**config.mk**
```make
export PLATFORM = sky130hd
export DESIGN_NAME = stack_pop_exchange_exec
export DESIGN_NICKNAME = d
export VERILOG_FILES = /design/src/include/stack_exec_pkg.sv /design/src/design/opcode_classifier.sv /design/src/design/stack_pop_exchange_exec.sv /design/src/design/tstate_timer.sv
export SDC_FILE = /design/constraint.sdc
export NUM_CORES = 1
export LEC_CHECK = 0
export ABC_CLOCK_PERIOD_IN_PS = 3720
export BUFFER_PORTS_ARGS = -buffer_cell sky130_fd_sc_hd__buf_2
export CORE_MARGIN = 5
export CORE_UTILIZATION = 45
export DETAILED_ROUTE_END_ITERATION = 10
export PLACE_DENSITY = 0.63
export REMOVE_ABC_BUFFERS = 1
export SLEW_MARGIN = 20
export SYNTH_ARGS = -nofsm -noshare
export SYNTH_HDL_FRONTEND = slang
export SYNTH_SLANG_ARGS = --single-unit
```
**constraint.sdc**
```tcl
create_clock -name sys_clk -period 3.72 [get_ports sys_clk]
set_input_delay 0.744 -clock sys_clk [delete_from_list [all_inputs] [get_ports sys_clk]]
set_output_delay 0.744 -clock sys_clk [all_outputs]
set_load 0.02 [all_outputs]
```
**src/include/stack_exec_pkg.sv**
```systemverilog
// Package with opcodes, pair selectors, timing and reset values for the stack and exchange unit.
package stack_exec_pkg;
	// Opcode bytes.
	localparam logic [7:0] OP_PREFIX_X = 8'hDD;
	localparam logic [7:0] OP_PREFIX_Y = 8'hFD;
	localparam logic [7:0] OP_PULL_INDEX = 8'hE1;
	localparam logic [7:0] OP_PUSH_INDEX = 8'hE5;
	localparam logic [7:0] OP_SWAP_TOP = 8'hE3;
	localparam logic [7:0] OP_SWAP_PTR_PAIRS = 8'hEB;
	localparam logic [7:0] OP_SWAP_ACC_FLAGS = 8'h08;
	localparam logic [7:0] OP_SWAP_ALL_PAIRS = 8'hD9;
	// Pull-pair opcode: 11qq0001; the select field sits in bits 5:4.
	localparam logic [7:0] PULL_PAIR_MASK = 8'hCF;
	localparam logic [7:0] PULL_PAIR_CODE = 8'hC1;
	localparam int SEL_HI = 5;
	localparam int SEL_LO = 4;
	// Pair select codes.
	localparam logic [1:0] SEL_COUNT = 2'h0;
	localparam logic [1:0] SEL_TWO = 2'h1;
	localparam logic [1:0] SEL_PTR = 2'h2;
	localparam logic [1:0] SEL_ACC = 2'h3;
	// T-state totals per instruction, counted one T-state per clock.
	localparam logic [4:0] T_PULL_PAIR = 5'h0A;
	localparam logic [4:0] T_PULL_INDEX = 5'h0E;
	localparam logic [4:0] T_PUSH_INDEX = 5'h0F;
	localparam logic [4:0] T_SWAP_REG = 5'h04;
	localparam logic [4:0] T_SWAP_TOP_PTR = 5'h13;
	localparam logic [4:0] T_SWAP_TOP_INDEX = 5'h17;
	// Reset values.
	localparam logic [15:0] RESET_WORD = 16'h0000;
	localparam logic [15:0] RESET_SP = 16'hFFFF;
	// Decoded operation kinds.
	typedef enum {
		KIND_NONE, KIND_PULL_PAIR, KIND_PULL_INDEX, KIND_PUSH_INDEX,
		KIND_SWAP_TOP, KIND_SWAP_PTRS, KIND_SWAP_ACC, KIND_SWAP_ALL
	} op_kind_t;
endpackage

```
**src/design/opcode_classifier.sv**
```systemverilog
// Combinational decoder that maps a prefix and opcode to an operation kind.
`timescale 1ns/100ps
`default_nettype none
module opcode_classifier
	import stack_exec_pkg::*;
(
	// Instruction bytes.
	input wire logic has_prefix,
	input wire logic [7:0] prefix,
	input wire logic [7:0] opcode,
	// Decoded result.
	output op_kind_t kind,
	output logic [1:0] pair_select_field,
	output logic use_y,
	output logic [4:0] t_total
);
	// Prefixed forms only accept the index opcodes; anything else is unsupported here.
	always_comb begin
		kind = KIND_NONE;
		t_total = T_SWAP_REG;
		pair_select_field = opcode[SEL_HI:SEL_LO];
		use_y = has_prefix && (prefix == OP_PREFIX_Y);
		if (has_prefix && (prefix == OP_PREFIX_X || prefix == OP_PREFIX_Y)) begin
			if (opcode == OP_PULL_INDEX) begin
				kind = KIND_PULL_INDEX;
				t_total = T_PULL_INDEX;
			end else if (opcode == OP_PUSH_INDEX) begin
				kind = KIND_PUSH_INDEX;
				t_total = T_PUSH_INDEX;
			end else if (opcode == OP_SWAP_TOP) begin
				kind = KIND_SWAP_TOP;
				t_total = T_SWAP_TOP_INDEX;
			end
		end else if (!has_prefix) begin
			if ((opcode & PULL_PAIR_MASK) == PULL_PAIR_CODE) begin
				kind = KIND_PULL_PAIR;
				t_total = T_PULL_PAIR;
			end else if (opcode == OP_SWAP_TOP) begin
				kind = KIND_SWAP_TOP;
				t_total = T_SWAP_TOP_PTR;
			end else if (opcode == OP_SWAP_PTR_PAIRS) begin
				kind = KIND_SWAP_PTRS;
			end else if (opcode == OP_SWAP_ACC_FLAGS) begin
				kind = KIND_SWAP_ACC;
			end else if (opcode == OP_SWAP_ALL_PAIRS) begin
				kind = KIND_SWAP_ALL;
			end
		end
	end
endmodule
`default_nettype wire

```
**src/design/stack_pop_exchange_exec.sv**
```systemverilog
// Executes stack pull, stack store of index registers and register exchange instructions.
// How it works
// - Index-y store writes high at top-1, low at top-2, pointer minus two, 15 T.
// - Pull-pair select bits 5:4 pick count, two, ptr or acc/flags pair.
// - Pull-pair reads low at top, bumps pointer, reads high, bumps again; 10 T.
// - Prefix DD then E1 pulls index x, low then high, pointer plus two; 14 T.
// - Index-y pull loads low from top, high from next, pointer plus two; 14 T.
// - Pointer-pair swap exchanges pair two and pointer pair in 4 T.
// - Opcode 08 swaps acc/flags pair with its shadow in 4 T.
// - Opcode D9 swaps the three general pairs with shadows in 4 T.
// - Pointer pair swaps with stack top, low at top, high at top+1; 19 T.
// - Swaps with stack top leave the stack pointer unchanged.
// - Prefix DD then E3 swaps index x with stack top bytes.
// - The stack pointer is a 16-bit register addressing the stack top.
// - Index-y store decrements, writes high, decrements, writes low.
`timescale 1ns/100ps
`default_nettype none
module stack_pop_exchange_exec
	import stack_exec_pkg::*;
(
	// Clock and reset.
	input wire logic sys_clk,
	input wire logic rst,
	// Instruction issue from the core.
	input wire logic start,
	input wire logic has_prefix,
	input wire logic [7:0] prefix,
	input wire logic [7:0] opcode,
	output logic busy,
	output logic done,
	output logic illegal,
	// Memory port, one byte per access.
	output logic mem_rd,
	output logic mem_wr,
	output logic [15:0] mem_addr,
	output logic [7:0] mem_wdata,
	input wire logic mem_ack,
	input wire logic [7:0] mem_rdata,
	// Register contents.
	output logic [15:0] pair_count,
	output logic [15:0] pair_two,
	output logic [15:0] pair_ptr,
	output logic [15:0] acc_flags_pair,
	output logic [15:0] shadow_pair_count,
	output logic [15:0] shadow_pair_two,
	output logic [15:0] shadow_pair_ptr,
	output logic [15:0] shadow_acc_flags,
	output logic [15:0] index_reg_x,
	output logic [15:0] index_reg_y,
	output logic [15:0] stack_pointer
);
	typedef enum {
		ST_IDLE, ST_RD_LO, ST_RD_HI, ST_WR_HI, ST_WR_LO, ST_WAIT
	} state_t;

	state_t state, next_state;
	op_kind_t kind, dec_kind, next_kind;
	logic [1:0] sel, dec_sel, next_sel;
	logic use_y, dec_use_y, next_use_y;
	logic [4:0] dec_total;
	logic timer_load, timer_expired;
	logic [15:0] old_word, next_old_word;
	logic [7:0] lo_byte, next_lo_byte;
	logic [15:0] next_pair_count, next_pair_two, next_pair_ptr, next_acc_flags_pair;
	logic [15:0] next_shadow_pair_count, next_shadow_pair_two, next_shadow_pair_ptr;
	logic [15:0] next_shadow_acc_flags, next_index_reg_x, next_index_reg_y;
	logic [15:0] next_stack_pointer;
	logic next_mem_rd, next_mem_wr, next_done, next_illegal;
	logic [15:0] next_mem_addr;
	logic [7:0] next_mem_wdata;
	logic [15:0] swap_target;

	// Decoder for the issued instruction bytes.
	opcode_classifier u_classifier (
		.has_prefix(has_prefix),
		.prefix(prefix),
		.opcode(opcode),
		.kind(dec_kind),
		.pair_select_field(dec_sel),
		.use_y(dec_use_y),
		.t_total(dec_total)
	);

	// Paces every instruction to its full T-state count even when memory answers quickly.
	tstate_timer u_timer (
		.sys_clk(sys_clk),
		.rst(rst),
		.load(timer_load),
		.total(dec_total),
		.expired(timer_expired)
	);

	// Register that a stack-top swap works on.
	always_comb begin
		if (kind == KIND_SWAP_TOP && sel == SEL_ACC) begin
			swap_target = use_y ? index_reg_y : index_reg_x;
		end else begin
			swap_target = pair_ptr;
		end
	end

	// Sequencer: register swaps finish in the issue cycle's window, memory forms walk bytes.
	always_comb begin
		next_state = state;
		next_kind = kind;
		next_sel = sel;
		next_use_y = use_y;
		next_old_word = old_word;
		next_lo_byte = lo_byte;
		next_pair_count = pair_count;
		next_pair_two = pair_two;
		next_pair_ptr = pair_ptr;
		next_acc_flags_pair = acc_flags_pair;
		next_shadow_pair_count = shadow_pair_count;
		next_shadow_pair_two = shadow_pair_two;
		next_shadow_pair_ptr = shadow_pair_ptr;
		next_shadow_acc_flags = shadow_acc_flags;
		next_index_reg_x = index_reg_x;
		next_index_reg_y = index_reg_y;
		next_stack_pointer = stack_pointer;
		next_mem_rd = 1'b0;
		next_mem_wr = 1'b0;
		next_mem_addr = mem_addr;
		next_mem_wdata = mem_wdata;
		next_done = 1'b0;
		next_illegal = 1'b0;
		timer_load = 1'b0;
		case (state)
			ST_IDLE: begin
				if (start) begin
					timer_load = 1'b1;
					next_kind = dec_kind;
					next_use_y = dec_use_y;
					// Index forms reuse the select slot to mark an index target.
					next_sel = (dec_kind == KIND_PULL_PAIR) ? dec_sel : SEL_ACC;
					if (dec_kind == KIND_SWAP_TOP && !has_prefix) begin
						next_sel = SEL_PTR;
					end
					case (dec_kind)
						KIND_PULL_PAIR, KIND_PULL_INDEX, KIND_SWAP_TOP: begin
							next_state = ST_RD_LO;
							next_mem_rd = 1'b1;
							next_mem_addr = stack_pointer;
						end
						KIND_PUSH_INDEX: begin
							next_state = ST_WR_HI;
							next_old_word = dec_use_y ? index_reg_y : index_reg_x;
							next_mem_wr = 1'b1;
							next_mem_addr = stack_pointer - 16'h0001;
							next_mem_wdata = next_old_word[15:8];
							next_stack_pointer = stack_pointer - 16'h0001;
						end
						KIND_SWAP_PTRS: begin
							next_pair_two = pair_ptr;
							next_pair_ptr = pair_two;
							next_state = ST_WAIT;
						end
						KIND_SWAP_ACC: begin
							next_acc_flags_pair = shadow_acc_flags;
							next_shadow_acc_flags = acc_flags_pair;
							next_state = ST_WAIT;
						end
						KIND_SWAP_ALL: begin
							next_pair_count = shadow_pair_count;
							next_shadow_pair_count = pair_count;
							next_pair_two = shadow_pair_two;
							next_shadow_pair_two = pair_two;
							next_pair_ptr = shadow_pair_ptr;
							next_shadow_pair_ptr = pair_ptr;
							next_state = ST_WAIT;
						end
						default: begin
							next_illegal = 1'b1;
							next_done = 1'b1;
						end
					endcase
				end
			end
			ST_RD_LO: begin
				next_mem_rd = 1'b1;
				if (mem_ack) begin
					next_lo_byte = mem_rdata;
					next_mem_addr = mem_addr + 16'h0001;
					if (kind != KIND_SWAP_TOP) begin
						next_stack_pointer = stack_pointer + 16'h0001;
					end
					next_state = ST_RD_HI;
				end
			end
			ST_RD_HI: begin
				next_mem_rd = 1'b1;
				if (mem_ack) begin
					next_mem_rd = 1'b0;
					if (kind == KIND_SWAP_TOP) begin
						// Old register goes out high byte first at top+1, then low at top.
						next_old_word = swap_target;
						if (sel == SEL_PTR) begin
							next_pair_ptr = {mem_rdata, lo_byte};
						end else if (use_y) begin
							next_index_reg_y = {mem_rdata, lo_byte};
						end else begin
							next_index_reg_x = {mem_rdata, lo_byte};
						end
						next_mem_wr = 1'b1;
						next_mem_wdata = swap_target[15:8];
						next_state = ST_WR_HI;
					end else begin
						next_stack_pointer = stack_pointer + 16'h0001;
						next_state = ST_WAIT;
						if (kind == KIND_PULL_INDEX) begin
							if (use_y) begin
								next_index_reg_y = {mem_rdata, lo_byte};
							end else begin
								next_index_reg_x = {mem_rdata, lo_byte};
							end
						end else begin
							case (sel)
								SEL_COUNT: next_pair_count = {mem_rdata, lo_byte};
								SEL_TWO: next_pair_two = {mem_rdata, lo_byte};
								SEL_PTR: next_pair_ptr = {mem_rdata, lo_byte};
								default: next_acc_flags_pair = {mem_rdata, lo_byte};
							endcase
						end
					end
				end
			end
			ST_WR_HI: begin
				next_mem_wr = 1'b1;
				if (mem_ack) begin
					next_mem_addr = mem_addr - 16'h0001;
					next_mem_wdata = old_word[7:0];
					if (kind == KIND_PUSH_INDEX) begin
						next_stack_pointer = stack_pointer - 16'h0001;
					end
					next_state = ST_WR_LO;
				end
			end
			ST_WR_LO: begin
				next_mem_wr = 1'b1;
				if (mem_ack) begin
					next_mem_wr = 1'b0;
					next_state = ST_WAIT;
				end
			end
			ST_WAIT: begin
				if (timer_expired) begin
					next_done = 1'b1;
					next_state = ST_IDLE;
				end
			end
			default: begin
				next_state = ST_IDLE;
			end
		endcase
	end

	// State and architectural registers.
	always_ff @(posedge sys_clk) begin
		if (rst) begin
			state <= ST_IDLE;
			kind <= KIND_NONE;
			sel <= SEL_COUNT;
			use_y <= 1'b0;
			old_word <= RESET_WORD;
			lo_byte <= 8'h00;
			pair_count <= RESET_WORD;
			pair_two <= RESET_WORD;
			pair_ptr <= RESET_WORD;
			acc_flags_pair <= RESET_WORD;
			shadow_pair_count <= RESET_WORD;
			shadow_pair_two <= RESET_WORD;
			shadow_pair_ptr <= RESET_WORD;
			shadow_acc_flags <= RESET_WORD;
			index_reg_x <= RESET_WORD;
			index_reg_y <= RESET_WORD;
			stack_pointer <= RESET_SP;
			mem_rd <= 1'b0;
			mem_wr <= 1'b0;
			mem_addr <= RESET_WORD;
			mem_wdata <= 8'h00;
			done <= 1'b0;
			illegal <= 1'b0;
		end else begin
			state <= next_state;
			kind <= next_kind;
			sel <= next_sel;
			use_y <= next_use_y;
			old_word <= next_old_word;
			lo_byte <= next_lo_byte;
			pair_count <= next_pair_count;
			pair_two <= next_pair_two;
			pair_ptr <= next_pair_ptr;
			acc_flags_pair <= next_acc_flags_pair;
			shadow_pair_count <= next_shadow_pair_count;
			shadow_pair_two <= next_shadow_pair_two;
			shadow_pair_ptr <= next_shadow_pair_ptr;
			shadow_acc_flags <= next_shadow_acc_flags;
			index_reg_x <= next_index_reg_x;
			index_reg_y <= next_index_reg_y;
			stack_pointer <= next_stack_pointer;
			mem_rd <= next_mem_rd;
			mem_wr <= next_mem_wr;
			mem_addr <= next_mem_addr;
			mem_wdata <= next_mem_wdata;
			done <= next_done;
			illegal <= next_illegal;
		end
	end

	// Busy covers the whole instruction so the core cannot issue over it.
	assign busy = (state != ST_IDLE);
endmodule
`default_nettype wire

```
**src/design/tstate_timer.sv**
```systemverilog
// Counter that stretches each instruction to its documented number of T-states.
`timescale 1ns/100ps
`default_nettype none
module tstate_timer
	import stack_exec_pkg::*;
(
	// Clock and reset.
	input wire logic sys_clk,
	input wire logic rst,
	// Control.
	input wire logic load,
	input wire logic [4:0] total,
	// Status.
	output logic expired
);
	logic [4:0] count;
	logic [4:0] next_count;

	// Loads total minus two because the start edge is the first T-state and done is registered.
	// The done pulse then shows in the cycle after the last T-state, so a new start can follow.
	always_comb begin
		next_count = count;
		if (load) begin
			next_count = total - 5'h02;
		end else if (count != 5'h00) begin
			next_count = count - 5'h01;
		end
	end

	always_ff @(posedge sys_clk) begin
		if (rst) begin
			count <= 5'h00;
		end else begin
			count <= next_count;
		end
	end

	assign expired = (count == 5'h00);
endmodule
`default_nettype wire

```
==> metrics.txt, run 1 <==
DIE AREA 30,230 sq um; area post-placement 13,530 sq um; Total Routed Length 38.57 mm; Unique masters post-synth 71; Mapped Avg Cell Area 8.056 sq um; TritonCTS clock tree done; pre-CTS setup slack 0.3193 ns; endpoints failing setup 0; crit path time final 3.457 ns; # resized after CTS 0; TritonRoute pass-1 iters 7; most used cell, CP a21oi_1; largest vdd supply drop 0.3099 mV; Starting Density 0.4522; Via-to-Cell Ratio 5.722; Pint 4.251 mW; DP Wirelength 26.78 mm; Least-Margin Pin Slew 1.005 ns; DIE WIDTH 173.9 um; clk_skew 0.01112 ns; Root Driver clkbuf_16; final cycle utilization of the critical path 0.9294; total power 5.578 mW; asr flop ratio synth 0; CP peak stage delay 0.87 ns; Most used DFF post-synth dfxtp_1; synthesized area 12,080 sq um; Post-synth EDFFs 0; Power Density 386.2 nW/um^2; gpl congestion 0.8851; Iter 0 DRT Violations 921; non-filler cells in the finished layout 2,043; # Post-CTS Setup Buffers 0; Worst EP required 4.17 ns; GR peak layer met2; area grow syn2layout 19.51%; CP cell instances nand3b_1 -> inv_1 -> ha_1 -> a21oi_1 -> o21ai_0 -> a2111oi_0 -> a21oi_1 -> xor2_1 -> nor2_1 -> o32ai_1; diodes inserted 0; clock network power share 0.487; pin count of the biggest net entering global routing 137; die height 173.9 um; Pleak 5.818 nW; status finished clean; switching pwr 1.327 mW; placed cells 1,993; Slew headroom 0.3282; fill count 2,545; PortBufs 233; final-report max-slew violation count 0; initial antenna violation count 1; Longest Clk Path Bufs 3; # clock sinks 234; H-tree Lvls 1; RSZ-0062 raised after global routing false; final hold vios 0; register area share after synthesis 0.3877; post-route ant nets 0; area of the multi-input gates 6883 sq um; IO Pins 234; Clock Latency Late Sink 0.55 ns; CP Capture Type flip-flop; final core utilization 0.5404; global route overflow 0; Crit Path Class reg -> reg; crit path launch type flip-flop; core area 26,730 sq um; DR vias 11.69k; Sw Ratio 0.2379; Register Area 4684 sq um; # hold bufs at CTS 0; DRC errors left 0; row count 60; DR WL/cell 18.88 um; met2 GRT Util 0.4123; clock slew at reported path FFs 0.06 ns; power share of the sequential group 0.458; post-synthesis register bit count 234; max_cap viols 0; Hold Crit Class reg -> reg; FMAX 0.2892 GHz; Critical Path AT 3.91 ns; CTS Buf Count 27; slowest stage cell on the critical path a2111oi_0; GRT Util Overall 0.2435; fin nets 1,730; met3 Use GR 0.05627; share of layout cells above drive strength 1 0.2197; Post-Syn Instances 1,500; setup ws final 0.2626 ns; Comb pwr share 0.056; vias in the first global route 11.03k; CP max FO 14; first-pass GRT wire length 61.69 mm; GR Util met1 0.3099; Synth warnings 0; Final Cell Area 14,440 sq um
==> routing by layer <==
layer  vias up  wire [um]
met3        72       2638
met5         -          7
met4         2       1216
met1      5551      16440
li1       5738          -
met2       327      18270
==> worst paths after layout <==
check                            startpoint                         to  slack [ns]  cells past startpoint
setup / recovery      state[2]$_SDFFE_PP0P_  mem_addr[13]$_SDFFE_PP0P_        0.26                     10
hold / removal    mem_wdata[4]$_SDFFE_PP0P_  mem_wdata[4]$_SDFFE_PP0P_        0.45                      2
setup reg to reg      state[2]$_SDFFE_PP0P_  mem_addr[13]$_SDFFE_PP0P_        0.26                     10
hold reg to reg   mem_wdata[4]$_SDFFE_PP0P_  mem_wdata[4]$_SDFFE_PP0P_        0.45                      2
==> cells in the final DEF (no fill, tap or decap), types with 4 or more instances in the layout <==
master | netlist | routed
nand2_1 | 259 | 258
dfxtp_1 | 234 | 234
buf_2 | 16 | 232
a21oi_1 | 152 | 152
nor2_1 | 137 | 135
mux2i_1 | 73 | 73
o21ai_0 | 71 | 71
nand3_1 | 45 | 45
a211oi_1 | 35 | 34
buf_4 | 7 | 33
o211ai_1 | 30 | 30
clkbuf_16 | 0 | 27
nor3_1 | 28 | 25
mux2_2 | 24 | 24
and3_1 | 23 | 23
nand2b_1 | 23 | 21
o2111ai_1 | 20 | 20
ha_1 | 19 | 19
xnor2_1 | 18 | 18
inv_1 | 18 | 17
xor2_1 | 16 | 16
a32o_1 | 16 | 16
or3_1 | 14 | 14
a211oi_2 | 14 | 14
nand4_1 | 11 | 11
nor4_1 | 9 | 9
clkbuf_8 | 0 | 7
nor2b_1 | 6 | 6
a21o_1 | 6 | 6
clkbuf_1 | 87 | 6
or2_2 | 5 | 5
o32ai_1 | 5 | 5
clkinv_2 | 0 | 5
a211o_1 | 4 | 4
or4_1 | 4 | 4
o21a_1 | 4 | 4
a22oi_1 | 4 | 4
a31oi_1 | 4 | 4
==> power groups by stage <==
stage	Clock, mW	Sequential, mW	Combinational, mW
final	2.72	2.55	0.310
after CTS	2.77	2.55	0.308
after global placement	0	2.61	0.305
after detailed placement	0	2.61	0.306
after floorplan	0	2.62	0.148
after global routing	2.87	2.55	0.340
==> state kept, by name, indices dropped and copies added, names as in the netlist, 2 cells and up <==
name               flops
lo_byte                8
state                  3
pair_two              16
u_timer.count          5
index_reg_y           16
stack_pointer         16
index_reg_x           16
shadow_pair_ptr       16
old_word               8
mem_wdata              8
sel                    2
shadow_pair_two       16
pair_count            16
kind                   3
mem_addr              16
shadow_acc_flags      16
pair_ptr              16
acc_flags_pair        16
shadow_pair_count     16
==> worst max-delay path: cells and delay by family, from the launching register on <==
family                     cells  cell delay [ns]
and+or+nand+nor                2             0.30
buffers and inverters          1             0.44
adders and majority gates      1             0.39
DFF                            1             0.30
xor gates and xnor gates       1             0.18
AOI/OAI and AO/OA              5             1.75
==> kinds of logic after synthesis <==
| family | Yosys count | synth area share |
|---|---|---|
| xor+xnor | 34 | 0.02464 |
| fa+ha+maj | 20 | 0.02133 |
| simple gates | 584 | 0.2192 |
| buf+inv | 135 | 0.04649 |
| flops | 234 | 0.3877 |
| mux | 97 | 0.08283 |
| compound gates | 396 | 0.2179 |
==> cell usage after synthesis (5+ instances only) <==
| master | count | share of area |
|---|---|---|
| a211oi_1 | 35 | 0.022 |
| a211oi_2 | 14 | 0.014 |
| a21o_1 | 6 | 0.0037 |
| a21oi_1 | 152 | 0.063 |
| a32o_1 | 16 | 0.013 |
| and3_1 | 23 | 0.012 |
| buf_2 | 16 | 0.0066 |
| buf_4 | 7 | 0.0043 |
| clkbuf_1 | 87 | 0.027 |
| dfxtp_1 | 234 | 0.39 |
| ha_1 | 19 | 0.020 |
| inv_1 | 18 | 0.0056 |
| mux2_2 | 24 | 0.022 |
| mux2i_1 | 73 | 0.060 |
| nand2_1 | 259 | 0.080 |
| nand2b_1 | 23 | 0.012 |
| nand3_1 | 45 | 0.019 |
| nand4_1 | 11 | 0.0057 |
| nor2_1 | 137 | 0.043 |
| nor2b_1 | 6 | 0.0031 |
| nor3_1 | 28 | 0.012 |
| nor4_1 | 9 | 0.0047 |
| o2111ai_1 | 20 | 0.014 |
| o211ai_1 | 30 | 0.019 |
| o21ai_0 | 71 | 0.029 |
| o32ai_1 | 5 | 0.0036 |
| or2_2 | 5 | 0.0026 |
| or3_1 | 14 | 0.0072 |
| xnor2_1 | 18 | 0.013 |
| xor2_1 | 16 | 0.012 |
==> cell type report <==
cell class / instances / area share
clock buffer: 40 / 0.05502
inverter: 19 / 0.004938
clock inverter: 10 / 0.008404
tap: 341 / 0.02954
multi-input combinational: 1131 / 0.4766
sequential: 234 / 0.3244
timing repair buffer: 268 / 0.1011
==> through the flow <==
step / hold WS (ns) / TNS, ns
2_1_floorplan: 0.4602 / -148.12
3_3_place_gp: 0.4412 / 0
3_5_place_dp: 0.4443 / 0
4_1_cts: 0.4518 / 0
5_1_grt: 0.4805 / 0
6_report: 0.4503 / 0
Power figures use the tool's default switching activity.
==> run 2: changes to the inputs <==
--- a/config.mk
+++ b/config.mk
@@ -10,9 +10,10 @@
 export CORE_MARGIN = 5
 export CORE_UTILIZATION = 45
 export DETAILED_ROUTE_END_ITERATION = 10
-export PLACE_DENSITY = 0.63
+export PLACE_DENSITY = 0.62
 export REMOVE_ABC_BUFFERS = 1
 export SLEW_MARGIN = 20
 export SYNTH_ARGS = -nofsm -noshare
 export SYNTH_HDL_FRONTEND = slang
+export SYNTH_HIERARCHICAL = 1
 export SYNTH_SLANG_ARGS = --single-unit
==> run 2 against run 1 <==
Via count rose by 13%. Count of clock-buffer cells in the layout rose by 5. Synthesized cell count rose by 14%. Fmax rose by 10%.
==> metrics.txt, run 2 <==
# Post-CTS Setup Buffers 0; largest vdd supply drop 0.3559 mV; first-pass GRT wire length 68.40 mm; Post-Syn Instances 1,715; Power Density 389.0 nW/um^2; asr flop ratio synth 0; Iter 0 DRT Violations 1,118; RSZ-0062 raised after global routing false; DR WL/cell 18.73 um; most frequent cell after synthesis nand2_1; Yosys top cell by area dfxtp_1; DP Wirelength 29.09 mm; crit path launch type input port; most common cell after layout, fill and taps aside nand2_1; DIE WIDTH 184.1 um; # resized after CTS 0; Least-Margin Pin Slew 1.001 ns; row count 63; diodes inserted 0; Biggest register kind; Unique masters post-synth 88; initial antenna violation count 0; DIE AREA 33,880 sq um; CP Capture Type flip-flop; CTS Buf Count 30; die height 184.1 um; CP max FO 32; Buf/Inv on CP 2; endpoints failing setup 0; synthesized area 13,630 sq um; final hold vios 0; # clock sinks 263; Critical Path AT 3.58 ns; Total Routed Length 42.85 mm; placed cells 2,234; synth cell count leaders 337 x nand2_1, 263 x dfxtp_1, 129 x a21oi_1, 129 x nor2_1, 109 x clkbuf_1; Pleak 6.338 nW; Most used DFF post-synth dfxtp_1; clock slew at reported path FFs 0.06 ns; DRC errors left 0; vias in the first global route 12.42k; IO Pins 234; register area share after synthesis 0.3862; Crit path max-delay family simple AND/OR/NAND/NOR gates; pin count of the biggest net entering global routing 204; commonest non-fill, non-tap cells in the layout 337 x nand2_1, 263 x dfxtp_1, 232 x buf_2; Crit Path Class in -> reg; DR vias 13.16k; # hold bufs at CTS 0; Root Driver clkbuf_16; Longest Clk Path Bufs 3; post-route ant nets 0; slowest stage cell on the critical path or4_1; fin nets 1,910; PortBufs 233; H-tree Lvls 1; max_cap viols 0; TritonCTS clock tree done; share of layout cells above drive strength 1 0.1934; status finished clean; Clock Latency Late Sink 0.55 ns; Synth top area share 0.3862; final cycle utilization of the critical path 0.8437; gpl congestion 0.8577; global route overflow 0; crit path time final 3.139 ns; Synth warnings 6; Post-synth EDFFs 0; Via-to-Cell Ratio 5.751; max FFs per register 32; final-report max-slew violation count 0; core area 29,800 sq um; CP cell instances buf_2 -> nand2b_4 -> or3_4 -> or3_4 -> o22ai_2 -> nand3_1 -> or4_1 -> a221oi_4 -> buf_12 -> nor2_1 -> a311oi_1; non-filler cells in the finished layout 2,288; Slew headroom 0.3328; total power 6.269 mW; Mapped Avg Cell Area 7.950 sq um; post-synthesis register bit count 263; TritonRoute pass-1 iters 5; Worst EP required 4.16 ns; Starting Density 0.4576; GRT Util Overall 0.2435; FMAX 0.3186 GHz; clk_skew 0.01560 ns; Hold Crit Class reg -> reg; area grow syn2layout 18.19%; top cells by area, synth dfxtp_1 39%, nand2_1 9.3%, mux2i_1 6.3%, a21oi_1 4.7%, nor2_1 3.6%; hold slack 0.4560 ns; most used cell, CP or3_4; CP peak stage delay 0.48 ns
==> run 2: cell types whose count changed after synthesis, sizes merged, moves of 29 or more <==
cell,before,now
nand2,259,338
a22o,0,32
a211oi,50,20
a31oi,4,56
dfxtp,234,263
buf,28,65
==> run 2: area by class of cell <==
class	instances	area, sq um
flip-flops and latches	263	5265
inverters	21	78.83
fillers	2887	13680
repair buffers	278	1598
multi-input cells	1282	7604
clock inverters	9	152.6
clock buffers	45	928.4
well taps	390	488.0
==> run 2: per-stage QoR <==
| step | worst slack (ns) | area [sq um] | utilization | setup TNS (ns) |
|---|---|---|---|---|
| floorplan | -1.277 | 12900 | - | -144.62 |
| global placement | 0.1502 | 15030 | 0.5045 | 0 |
| detailed placement | 0.03271 | 15030 | 0.5045 | 0 |
| CTS | 0.6244 | 16110 | 0.5408 | 0 |
| global route | 0.4426 | 16110 | 0.5408 | 0 |
| finish | 0.5815 | 16110 | 0.5408 | 0 |
==> run 2: final timing paths <==
path,start,slack (ns),cells after the start,end
max reg2reg,kind[4]$_SDFFE_PP0P_,0.68,6,pair_ptr[3]$_SDFFE_PP0P_
min reg2reg,kind[19]$_SDFFE_PP0P_,0.46,2,kind[19]$_SDFFE_PP0P_
max,opcode[4],0.58,11,pair_count[6]$_SDFFE_PP0P_
min,kind[19]$_SDFFE_PP0P_,0.46,2,kind[19]$_SDFFE_PP0P_
==> run 2: per-layer routing <==
layer | up-vias | track usage | share of wire
met4 | 0 | 0.07187 | 0.028
li1 | 6428 | - | -
met3 | 59 | 0.05164 | 0.070
met2 | 409 | 0.3851 | 0.45
met5 | - | 0 | 0
met1 | 6263 | 0.3361 | 0.45
==> run 2: kinds of logic (layout without fill, tap and decap cells) <==
group	count (synthesis)	in the layout	synth area share
DFF	263	263	0.3862
adders and majority gates	5	5	0.004588
AOI/OAI and AO/OA	407	407	0.1990
other	1	29	0.0002750
and+or+nand+nor	725	725	0.2584
xor gates and xnor gates	21	21	0.01349
muxes	95	95	0.07057
buffers and inverters	198	353	0.06745
==> run 2: worst register-to-register path, cell delays in order (launching register included) <==
cell	delay, ns
dfxtp_1	0.31
nor4_1	0.52
nand4_1	0.51
o311a_1	0.50
a31oi_1	0.18
and2_1	0.70
a22o_1	0.27
==> run 2: power by group <==
group	switching [mW]	internal (mW)	leakage, nW
clock	1.18	1.99	0.535
combinational	0.169	0.0726	3.68
sequential	0.0162	2.84	2.13
total	1.37	4.90	6.34
